==> config.mk <==
export PLATFORM = sky130hd
export DESIGN_NAME = iopcs_sequencer
export DESIGN_NICKNAME = d
export VERILOG_FILES = /design/src/rtl/iopcs_pkg.sv /design/src/rtl/iopcs_sequencer.sv
export SDC_FILE = /design/constraint.sdc
export NUM_CORES = 1
export LEC_CHECK = 0
export BUFFER_PORTS_ARGS = -buffer_cell sky130_fd_sc_hd__buf_4
export CAP_MARGIN = 20
export CELL_PAD_IN_SITES_DETAIL_PLACEMENT = 1
export CELL_PAD_IN_SITES_GLOBAL_PLACEMENT = 1
export CORE_MARGIN = 2
export CORE_UTILIZATION = 30
export CTS_CLUSTER_DIAMETER = 30
export DETAILED_ROUTE_END_ITERATION = 12
export PLACE_DENSITY_LB_ADDON = 0.05
export SYNTH_ARGS = -nofsm -noshare
export SYNTH_HDL_FRONTEND = slang
export SYNTH_SLANG_ARGS = --single-unit
==> constraint.sdc <==
create_clock -name pclk -period 8.5 [get_ports pclk]
set_input_delay 1.7 -clock pclk [delete_from_list [all_inputs] [get_ports pclk]]
set_output_delay 1.7 -clock pclk [all_outputs]
set_load 0.005 [all_outputs]
==> src/rtl/iopcs_pkg.sv <==
package iopcs_pkg;
  // ==========================================================
  // Register map (byte addresses)
  localparam logic [7:0]  REG_CTRL   = 8'h00;
  localparam logic [7:0]  REG_TOS    = 8'h04;
  localparam logic [7:0]  REG_CFG    = 8'h08;
  localparam logic [7:0]  REG_STAT   = 8'h0c;
  localparam logic [7:0]  REG_PTR    = 8'h10;
  // ==========================================================
  // Field positions
  localparam int          CTL_CODE_HI = 14;
  localparam int          CTL_CODE_LO = 12;
  localparam int          CFG_SEL     = 0;
  localparam int          STAT_BUSY   = 0;
  localparam int          STAT_DONE   = 1;
  localparam int          STAT_RES_LO = 16;
  localparam int          CW_DC       = 15;
  localparam int          CW_OP_HI    = 14;
  localparam int          CW_OP_LO    = 12;
  localparam int          CW_COND     = 11;
  // ==========================================================
  // Reset values and codes
  localparam logic [15:0] CTRL_RST   = 16'h0000;
  localparam logic [15:0] TOS_RST    = 16'h0000;
  localparam logic        SEL_RST    = 1'b0;
  localparam logic [2:0]  START_CODE = 3'h1;
  localparam logic [2:0]  OP_JUMP    = 3'h0;
  localparam logic [2:0]  OP_RESID   = 3'h1;
  localparam logic [2:0]  OP_INTR    = 3'h2;
  localparam logic [2:0]  OP_END     = 3'h3;
  localparam logic [2:0]  OP_CTL     = 3'h4;
  localparam logic [2:0]  OP_SENSE   = 3'h5;
  localparam logic [2:0]  OP_WRITE   = 3'h6;
  localparam logic [2:0]  OP_READ    = 3'h7;
  localparam logic [3:0]  DCMD_START = 4'h8;
  localparam logic [3:0]  DCMD_WRWD  = 4'h9;
  localparam logic [3:0]  DCMD_RDWD  = 4'ha;
  // ==========================================================
  typedef enum logic [3:0] {
    S_IDLE, S_PUT_TOS, S_START, S_GET_PTR, S_FETCH_CW, S_FETCH_AW,
    S_PUT_PTR, S_DECODE, S_DEV_OP, S_MEM_RD, S_DEV_WORD, S_MEM_WR,
    S_PUT_AW, S_WB_PTR
  } iopcs_st_type;
endpackage

==> src/rtl/iopcs_sequencer.sv <==
// Chosen here: register access over APB and the register offsets.
`timescale 1ns/1ns
module iopcs_sequencer
  import iopcs_pkg::*;
(
  // Clock and reset
  input  wire logic        pclk,
  input  wire logic        presetn,
  // APB slave
  input  wire logic        psel,
  input  wire logic        penable,
  input  wire logic        pwrite,
  input  wire logic [7:0]  paddr,
  input  wire logic [31:0] pwdata,
  output      logic [31:0] prdata,
  output      logic        pready,
  output      logic        pslverr,
  // Main memory word port
  output      logic        mem_req,
  output      logic        mem_we,
  output      logic [15:0] mem_addr,
  output      logic [15:0] mem_wdata,
  input  wire logic        mem_ack,
  input  wire logic [15:0] mem_rdata,
  // Device controller port
  output      logic        dev_req,
  output      logic [7:0]  dev_num,
  output      logic [3:0]  dev_code,
  output      logic [27:0] dev_wdata,
  input  wire logic        dev_ack,
  input  wire logic [15:0] dev_rdata,
  input  wire logic        dev_cond,
  // Status
  output      logic        busy
);
  // ==========================================================
  // State
  typedef struct packed {
    iopcs_st_type st;
    logic [15:0]  ctrl;
    logic [15:0]  top_stack_value;
    logic         sel;
    logic         busy;
    logic         done;
    logic [31:0]  prdata;
    logic         perr;
    logic [7:0]   dev;
    logic [15:0]  ptr;
    logic [15:0]  ent;
    logic [15:0]  cw;
    logic [15:0]  aw;
    logic [11:0]  cnt;
    logic [15:0]  maddr;
    logic [15:0]  mwd;
    logic [3:0]   dcode;
    logic [27:0]  dwd;
    logic         chain;
    logic [2:0]   lastop;
    logic         jmp;
  } iopcs_regs_type;

  iopcs_regs_type r_q, r_d;
  logic [2:0]  op;
  logic [15:0] device_reference_table;
  logic        setup;
  logic        wr;
  logic        go_fetch;
  logic        go_end;
  logic        word_done;
  logic        is_mem;
  logic        chained;

  assign op    = r_q.cw[CW_OP_HI:CW_OP_LO];
  assign device_reference_table   = {6'h00, r_q.dev, 2'b00};
  assign setup = psel & ~penable;
  assign wr    = psel & penable & pwrite;

  // ==========================================================
  // Outputs
  assign is_mem = r_q.st inside {S_PUT_TOS, S_GET_PTR, S_FETCH_CW,
                  S_FETCH_AW, S_PUT_PTR, S_MEM_RD, S_MEM_WR, S_PUT_AW,
                  S_WB_PTR};
  assign mem_req   = is_mem;
  assign mem_we    = r_q.st inside {S_PUT_TOS, S_PUT_PTR, S_MEM_WR,
                     S_PUT_AW, S_WB_PTR};
  assign mem_addr  = r_q.maddr;
  assign mem_wdata = r_q.mwd;
  assign dev_req   = r_q.st inside {S_START, S_DEV_OP, S_DEV_WORD};
  assign dev_num   = r_q.dev;
  assign dev_code  = r_q.dcode;
  assign dev_wdata = r_q.dwd;
  assign busy      = r_q.busy;
  assign prdata    = r_q.prdata;
  assign pslverr   = r_q.perr;
  // Zero wait states: read data is latched in the setup cycle
  assign pready    = 1'b1;

  // ==========================================================
  // Next state
  always_comb begin
    r_d       = r_q;
    go_fetch  = 1'b0;
    go_end    = 1'b0;
    word_done = 1'b0;
    chained   = r_q.chain && (r_q.lastop == op);
    if (setup) begin
      r_d.perr   = 1'b0;
      r_d.prdata = 32'h0000_0000;
      unique case (paddr)
        REG_CTRL: r_d.prdata[15:0] = r_q.ctrl;
        REG_TOS:  r_d.prdata[15:0] = r_q.top_stack_value;
        REG_CFG:  r_d.prdata[CFG_SEL] = r_q.sel;
        REG_STAT: r_d.prdata = {4'h0, r_q.cnt, 14'h0000, r_q.done,
                                r_q.busy};
        REG_PTR:  r_d.prdata[15:0] = r_q.ptr;
        default:  r_d.perr = 1'b1;
      endcase
    end
    if (wr) begin
      unique case (paddr)
        REG_CTRL: r_d.ctrl = pwdata[15:0];
        REG_TOS:  r_d.top_stack_value  = pwdata[15:0];
        REG_CFG:  r_d.sel  = pwdata[CFG_SEL];
        REG_STAT: if (pwdata[STAT_DONE]) r_d.done = 1'b0;
        default: ;
      endcase
    end
    unique case (r_q.st)
      S_IDLE: begin
        // Start is ignored while a program runs
        if (wr && paddr == REG_CTRL &&
            pwdata[CTL_CODE_HI:CTL_CODE_LO] == START_CODE) begin
          r_d.dev   = pwdata[7:0];
          r_d.maddr = {6'h00, pwdata[7:0], 2'b00};
          r_d.mwd   = r_q.top_stack_value;
          r_d.busy  = 1'b1;
          r_d.chain = 1'b0;
          r_d.cnt   = 12'h000;
          r_d.st    = S_PUT_TOS;
        end
      end
      S_PUT_TOS: if (mem_ack) begin
        r_d.dcode = DCMD_START;
        r_d.dwd   = 28'h0000000;
        r_d.st    = S_START;
      end
      S_START: if (dev_ack) begin
        r_d.maddr = device_reference_table;
        r_d.st    = S_GET_PTR;
      end
      S_GET_PTR: if (mem_ack) begin
        r_d.ptr   = mem_rdata;
        r_d.maddr = mem_rdata;
        r_d.st    = S_FETCH_CW;
      end
      S_FETCH_CW: if (mem_ack) begin
        r_d.cw    = mem_rdata;
        r_d.ent   = r_q.ptr;
        r_d.maddr = r_q.ptr + 16'h0001;
        r_d.st    = S_FETCH_AW;
      end
      S_FETCH_AW: if (mem_ack) begin
        r_d.aw  = mem_rdata;
        r_d.ptr = r_q.ptr + 16'h0002;
        if (r_q.sel) begin
          r_d.st = S_DECODE;
        end else begin
          // Multiplexer keeps the table copy current
          r_d.maddr = device_reference_table;
          r_d.mwd   = r_q.ptr + 16'h0002;
          r_d.st    = S_PUT_PTR;
        end
      end
      S_PUT_PTR: if (mem_ack) begin
        r_d.jmp = 1'b0;
        r_d.st  = r_q.jmp ? S_GET_PTR : S_DECODE;
        r_d.maddr = r_q.jmp ? device_reference_table : r_q.maddr;
      end
      S_DECODE: begin
        r_d.dcode = {1'b0, op};
        r_d.dwd   = {r_q.cw[11:0], r_q.aw};
        r_d.maddr = r_q.ent + 16'h0001;
        r_d.chain = 1'b0;
        unique case (op)
          OP_JUMP: begin
            if (r_q.cw[CW_COND]) begin
              r_d.st = S_DEV_OP;
            end else begin
              r_d.ptr  = r_q.aw;
              go_fetch = 1'b1;
            end
          end
          OP_RESID: begin
            r_d.mwd = {4'h0, r_q.cnt};
            r_d.st  = S_PUT_AW;
          end
          OP_WRITE, OP_READ: begin
            r_d.cnt = r_q.cw[11:0];
            if (chained) begin
              // Device already set up by the preceding order
              r_d.maddr = r_q.aw;
              r_d.dcode = DCMD_RDWD;
              r_d.st    = (op == OP_WRITE) ? S_MEM_RD : S_DEV_WORD;
            end else begin
              r_d.st = S_DEV_OP;
            end
          end
          default: r_d.st = S_DEV_OP;
        endcase
      end
      S_DEV_OP: if (dev_ack) begin
        unique case (op)
          OP_JUMP: begin
            if (dev_cond) r_d.ptr = r_q.aw;
            go_fetch = 1'b1;
          end
          OP_END, OP_SENSE: begin
            r_d.mwd = dev_rdata;
            r_d.st  = S_PUT_AW;
          end
          OP_WRITE: begin
            r_d.maddr = r_q.aw;
            r_d.st    = S_MEM_RD;
          end
          OP_READ: begin
            r_d.dcode = DCMD_RDWD;
            r_d.st    = S_DEV_WORD;
          end
          default: go_fetch = 1'b1;
        endcase
      end
      S_MEM_RD: if (mem_ack) begin
        r_d.dwd   = {12'h000, mem_rdata};
        r_d.dcode = DCMD_WRWD;
        r_d.st    = S_DEV_WORD;
      end
      S_DEV_WORD: if (dev_ack) begin
        if (op == OP_READ) begin
          r_d.mwd   = dev_rdata;
          r_d.maddr = r_q.aw;
          r_d.st    = S_MEM_WR;
        end else begin
          word_done = 1'b1;
        end
      end
      S_MEM_WR: if (mem_ack) word_done = 1'b1;
      S_PUT_AW: if (mem_ack) begin
        if (op != OP_END) begin
          go_fetch = 1'b1;
        end else if (r_q.sel) begin
          r_d.maddr = device_reference_table;
          r_d.mwd   = r_q.ptr;
          r_d.st    = S_WB_PTR;
        end else begin
          go_end = 1'b1;
        end
      end
      S_WB_PTR: if (mem_ack) go_end = 1'b1;
    endcase
    if (word_done) begin
      r_d.aw  = r_q.aw + 16'h0001;
      r_d.cnt = r_q.cnt + 12'h001;
      if (r_q.cnt == 12'hfff) begin
        r_d.chain  = r_q.cw[CW_DC];
        r_d.lastop = op;
        go_fetch   = 1'b1;
      end else begin
        r_d.maddr = r_q.aw + 16'h0001;
        r_d.dcode = DCMD_RDWD;
        r_d.st    = (op == OP_WRITE) ? S_MEM_RD : S_DEV_WORD;
      end
    end
    if (go_fetch) begin
      if (r_q.sel) begin
        r_d.maddr = r_d.ptr;
        r_d.st    = S_FETCH_CW;
      end else if (r_d.ptr != r_q.ptr) begin
        // A taken jump must reach the table before the next fetch
        r_d.maddr = device_reference_table;
        r_d.mwd   = r_d.ptr;
        r_d.jmp   = 1'b1;
        r_d.st    = S_PUT_PTR;
      end else begin
        r_d.maddr = device_reference_table;
        r_d.st    = S_GET_PTR;
      end
    end
    if (go_end) begin
      r_d.st   = S_IDLE;
      r_d.busy = 1'b0;
      r_d.done = 1'b1;
    end
  end

  always_ff @(posedge pclk or negedge presetn) begin
    if (!presetn) begin
      r_q      <= '0;
      r_q.st   <= S_IDLE;
      r_q.ctrl <= CTRL_RST;
      r_q.top_stack_value  <= TOS_RST;
      r_q.sel  <= SEL_RST;
    end else begin
      r_q <= r_d;
    end
  end
endmodule

======== Word-level counts from Yosys, hierarchy flattened ========
Index checks and enable logic that the tools add are counted.
word-level totals
  word-level logic and storage cells ...... 205
  input bits .............................. 80
  output and inout port bits .............. 110
  flip-flop bits (word level) ............. 225
operators by class
  $add $sub $neg .......................... 5
  bitwise gates (word level) .............. 4
  reductions and logical operators ........ 33
  equality and inequality tests ........... 31
  multiplexer cells ....................... 111
operators by type and width
  kind                                                              number
  16-bit two-way mux                                                22
  32-bit two-way mux                                                10
  16-bit one-hot mux with 10 select lines                           1
  4-bit two-way mux                                                 27
  16-bit one-hot mux with 6 select lines                            1
  44-bit two-way mux                                                2
  28-bit one-hot mux with 3 select lines                            1
  16-bit one-hot mux with 4 select lines                            1
  15-bit one-hot mux with 4 select lines                            1
  16-bit by 1-bit adder with 16-bit output (second input constant)  3
  4-bit one-hot mux with 12 select lines                            1
  36-bit two-way mux                                                1
  28-bit two-way mux                                                1
  1-bit two-way mux                                                 27
  4-bit == test (second input constant)                             6
  12-bit one-hot mux with 2 select lines                            1
  4-bit one-hot mux with 3 select lines                             2
  16-bit by 2-bit adder with 16-bit output (second input constant)  1
  4-bit by 3-bit == test with 1-bit output (second input constant)  4
  8-bit by 4-bit == test with 1-bit output (second input constant)  2
  16-bit inequality test                                            1
  4-bit one-hot mux with 4 select lines                             1
  2-bit AND reduction                                               8
  2-bit nonzero test                                                7
  32 further kinds                                                  52

======== Longest topological paths before layout ========
  word-level depth ........................ 10
  gate-level depth with buffers ........... 12
  gate-level depth less buffers ........... 9

======== Worst setup path after synthesis ========
No wires, ideal clock.
  kind .................................... input port to flip-flop
  start ................................... in paddr[2]
  end ..................................... reg r_q, in the netlist mem_addr[13]
  arrival time ............................ 4,143 ps
  stages on the path ...................... 10
  setup slack ............................. 4,235 ps
  required time ........................... 8,378 ps
  library setup time ...................... 122 ps
  cell sequence ........................... clkbuf_1 -> or4_1 -> or4_1 -> a22o_1 -> or3_1 -> clkbuf_1 -> or2_1 -> nand2_1 -> o2111ai_1 -> a32o_1
RTL lines
  element               line                    source
  from (decl)           iopcs_sequencer.sv:13   input wire logic [7:0] paddr,
  to (signal assigned)  iopcs_sequencer.sv:303  r_q <= r_d;
  to (decl)             iopcs_sequencer.sv:62   iopcs_regs_type r_q, r_d;

==> results.py <==
metrics = {
    "final_layout": {
        "finalNetCount": 1769,
        "fin_util": 0.380,
        "drive_gt1_frac": 0.260,
        "final_cell_area_mm2": 0.0180,
        "final_cell_mix": "221 x dfrtp_1, 205 x buf_4, 189 x nand2_1",
        "final_common_cell": "dfrtp_1",
        "num_antenna_cells": 0,
        "synthToLayoutAreaGrowth_pct": 25.7,
    },
    "routing": {
        "dr_wl_met2_um": 30600,
        "drt-pass1-iter-count": 7,
        "drtAntennaViolNets": 0,
        "top_layer_used": "met5",
        "wl_per_cell_um": 28.8,
        "vias": 13700,
        "via_per_inst": 5.82,
        "drt_iter0_drc": 1327,
        "wirelength_um": 68000,
        "m1WireLength_um": 30600,
        "drc": 0,
        "met3_length_um": 4410,
    },
    "placed_design": {
        "place_congestion": 0.892,
        "dp_hpwl_um": 49200,
        "port_buffers": 168,
        "postPlaceCellArea_mm2": 0.0155,
    },
    "sta": {
        "tns_ns": 0,
        "hold_slack_ns": 0.475,
        "setup_viol": 0,
        "fin_crit_sh": 0.665,
        "worstMarginPinSlew_ns": 1.14,
        "fin_worst_skew_ns": 0.0162,
        "finalHoldViolCount": 0,
        "period_needed_ns": 5.65,
        "max_clock_freq_mhz": 177,
        "max_slew_margin": 0.237,
        "rsz0062_at_grt": "no",
        "slew_viol_final": 0,
    },
    "die": {
        "die_area_mm2": 0.0496,
        "die_x_um": 223,
        "io_pins": 190,
        "chipHeight_um": 223,
        "row_count": 80,
        "initial_core_util": 0.303,
        "core-area_mm2": 0.0474,
    },
    "power": {
        "finalPower_w": 0.00632,
        "ir_worst_vdd_mv": 0.145,
        "p_sw_frac": 0.381,
        "internal-power_w": 0.00391,
        "p_sw_w": 0.00241,
        "power_density_mw_per_mm2": 350,
        "power.share.clock": 0.436,
        "p_comb_frac": 0.292,
        "seqPwrFrac": 0.272,
        "p_leak_nw": 8.18,
    },
    "synthesis": {
        "ys_ff_latch": 221,
        "synth_flop_cell": "dfrtp_1",
        "synth-seq-area-share": 0.385,
        "synth_cell_types": 81,
        "synth_warnings": 0,
        "synth_edf_count": 0,
        "synth_cells": 1628,
        "synthArstFlopShare": 1.00,
        "syn_area_mm2": 0.0144,
        "syn_avg_cell_area_um2": 8.82,
    },
    "cts": {
        "numCtsBuffers": 73,
        "path_clk_slew_ns": 0.04,
        "clkLatencyLatePin_ns": 0.60,
        "clock_sinks": 221,
        "root_buffer": "clkbuf_16",
        "tritoncts": "yes",
        "cts_setup_buffers": 0,
        "htree_levels": 3,
        "post_cts_resized": 0,
        "clock_path_buffers": 3,
        "cts-hold-fix-buffers": 0,
    },
    "worst_setup_path": {
        "crit_type": "input port to register",
        "worstPathArrival_ns": 6.13,
        "r2r_end": "mem_wdata[0]",
        "reg2reg_from": "r_q[221]",
        "regToRegSetupSlack_ns": 3.37,
        "reg2reg_depth": 10,
        "critPathCaptureType": "register",
        "worstPathRequired_ns": 8.98,
        "worstPathMaxFanout": 52,
        "crit_start": "mem_ack",
        "start_kind": "input port",
    },
    "status": {
        "status": "complete, no violations",
    },
    "worst_hold_path": {
        "holdPathEnd": "prdata[2]",
        "whs_path_depth": 2,
        "min_from": "prdata[2]",
        "min_path_type": "register to register",
    },
    "grt": {
        "antenna_found_initial": 4,
        "overflow": 0,
        "grt_pass1_wl_um": 99500,
        "grtUsageTotal": 0.273,
        "grt_start_max_net_pins": 117,
        "grt_pass1_vias": 14100,
    },
    "flow_run": {
        "maxCapViolations": 0,
    },
}
power groups by stage:
| stage | combinational [W] | clock (W) | sequential (W) |
|---|---|---|---|
| floorplan | 0.00128 | 0 | 0.00140 |
| global placement | 0.00179 | 0 | 0.00172 |
| detailed placement | 0.00181 | 0 | 0.00172 |
| CTS | 0.00182 | 0.00280 | 0.00171 |
| global route | 0.00197 | 0.00287 | 0.00175 |
| finish | 0.00184 | 0.00276 | 0.00172 |
layer usage:
layer	global-route usage	up-vias
met5	0	-
met4	0.114	2
met3	0.0480	117
met2	0.422	540
met1	0.378	7016
li1	-	6043
per-stage QoR:
step                      std cells  worst slack [ns]
after global placement         2221              2.29
after CTS                      2356              2.92
after detailed placement       2222              2.28
final                          2358              2.85
after floorplan                1631              4.23
after global routing           2358              2.59
worst max-delay path: stages:
cell and delay, ns:
buf_4 0.53, inv_2 0.41, nor3_1 0.74, buf_4 0.34, nand2_1 0.09, and3_1 0.22
a311oi_1 0.28, nand4_1 0.24, o31ai_4 0.88, buf_4 0.30, mux2_2 0.35
synth_stat cells (6+ instances only):
cell / instances / area share
nand3b_1: 7 / 0.0037
or2_2: 7 / 0.0030
a22oi_1: 23 / 0.012
clkbuf_1: 106 / 0.028
or4_1: 8 / 0.0042
o21ai_0: 127 / 0.044
and2_1: 8 / 0.0035
xor2_1: 23 / 0.014
mux2_2: 88 / 0.069
a211oi_1: 17 / 0.0089
nand2b_1: 10 / 0.0044
and3_1: 26 / 0.011
mux2i_1: 16 / 0.011
o31ai_1: 9 / 0.0047
nor3_1: 28 / 0.0098
a31oi_1: 11 / 0.0048
nor2b_1: 9 / 0.0039
o22ai_1: 12 / 0.0052
dfrtp_1: 221 / 0.39
a22o_1: 16 / 0.0098
and4_1: 13 / 0.0079
nor2_1: 104 / 0.027
nor3b_1: 10 / 0.0052
nand4_1: 21 / 0.0091
a311oi_1: 7 / 0.0043
a21oi_1: 58 / 0.020
xnor2_1: 30 / 0.018
buf_1: 6 / 0.0016
a222oi_1: 27 / 0.019
o211ai_1: 8 / 0.0042
buf_4: 106 / 0.055
a221o_1: 21 / 0.015
nand2_1: 189 / 0.049
nand3_1: 47 / 0.016
buf_2: 10 / 0.0035
or3_1: 8 / 0.0035
nor4_1: 13 / 0.0057
inv_1: 51 / 0.013
a221oi_1: 35 / 0.021
flip-flops by register name, summed over array words and instances, names as in the netlist:
signal     cells
busy           1
dev_code       4
dev_num        8
dev_wdata     28
mem_addr      16
mem_wdata     16
op             3
prdata        28
pslverr        1
r_q          116
worst max-delay path by stage:
stage / end / cells after the start
floorplan: mem_addr[13] / 10
global placement: mem_wdata[0] / 11
detailed placement: mem_wdata[0] / 11
CTS: mem_wdata[0] / 11
global route: mem_wdata[0] / 11
finish: mem_wdata[0] / 11
area by class of cell:
| type | count | area (µm²) |
|---|---|---|
| tap | 615 | 769 |
| clock inverter | 35 | 442 |
| inverter | 52 | 195 |
| timing repair buffer | 209 | 1590 |
| sequential | 221 | 5530 |
| clock buffer | 99 | 2100 |
| multi-input combinational | 1127 | 7410 |
| fill | 5428 | 29400 |
cell families (layout without fill, tap and decap cells):
| logic type | Yosys count | count (layout) | share of synthesized area |
|---|---|---|---|
| compound gates | 433 | 433 | 0.212 |
| flops | 221 | 221 | 0.385 |
| mux | 105 | 105 | 0.0817 |
| simple gates | 526 | 526 | 0.181 |
| xor+xnor | 53 | 53 | 0.0323 |
| other cells | 2 | 5 | 0.000523 |
| fa+ha+maj | 5 | 5 | 0.00436 |
| buf+inv | 283 | 395 | 0.103 |
(Power assumes the default switching activity.)
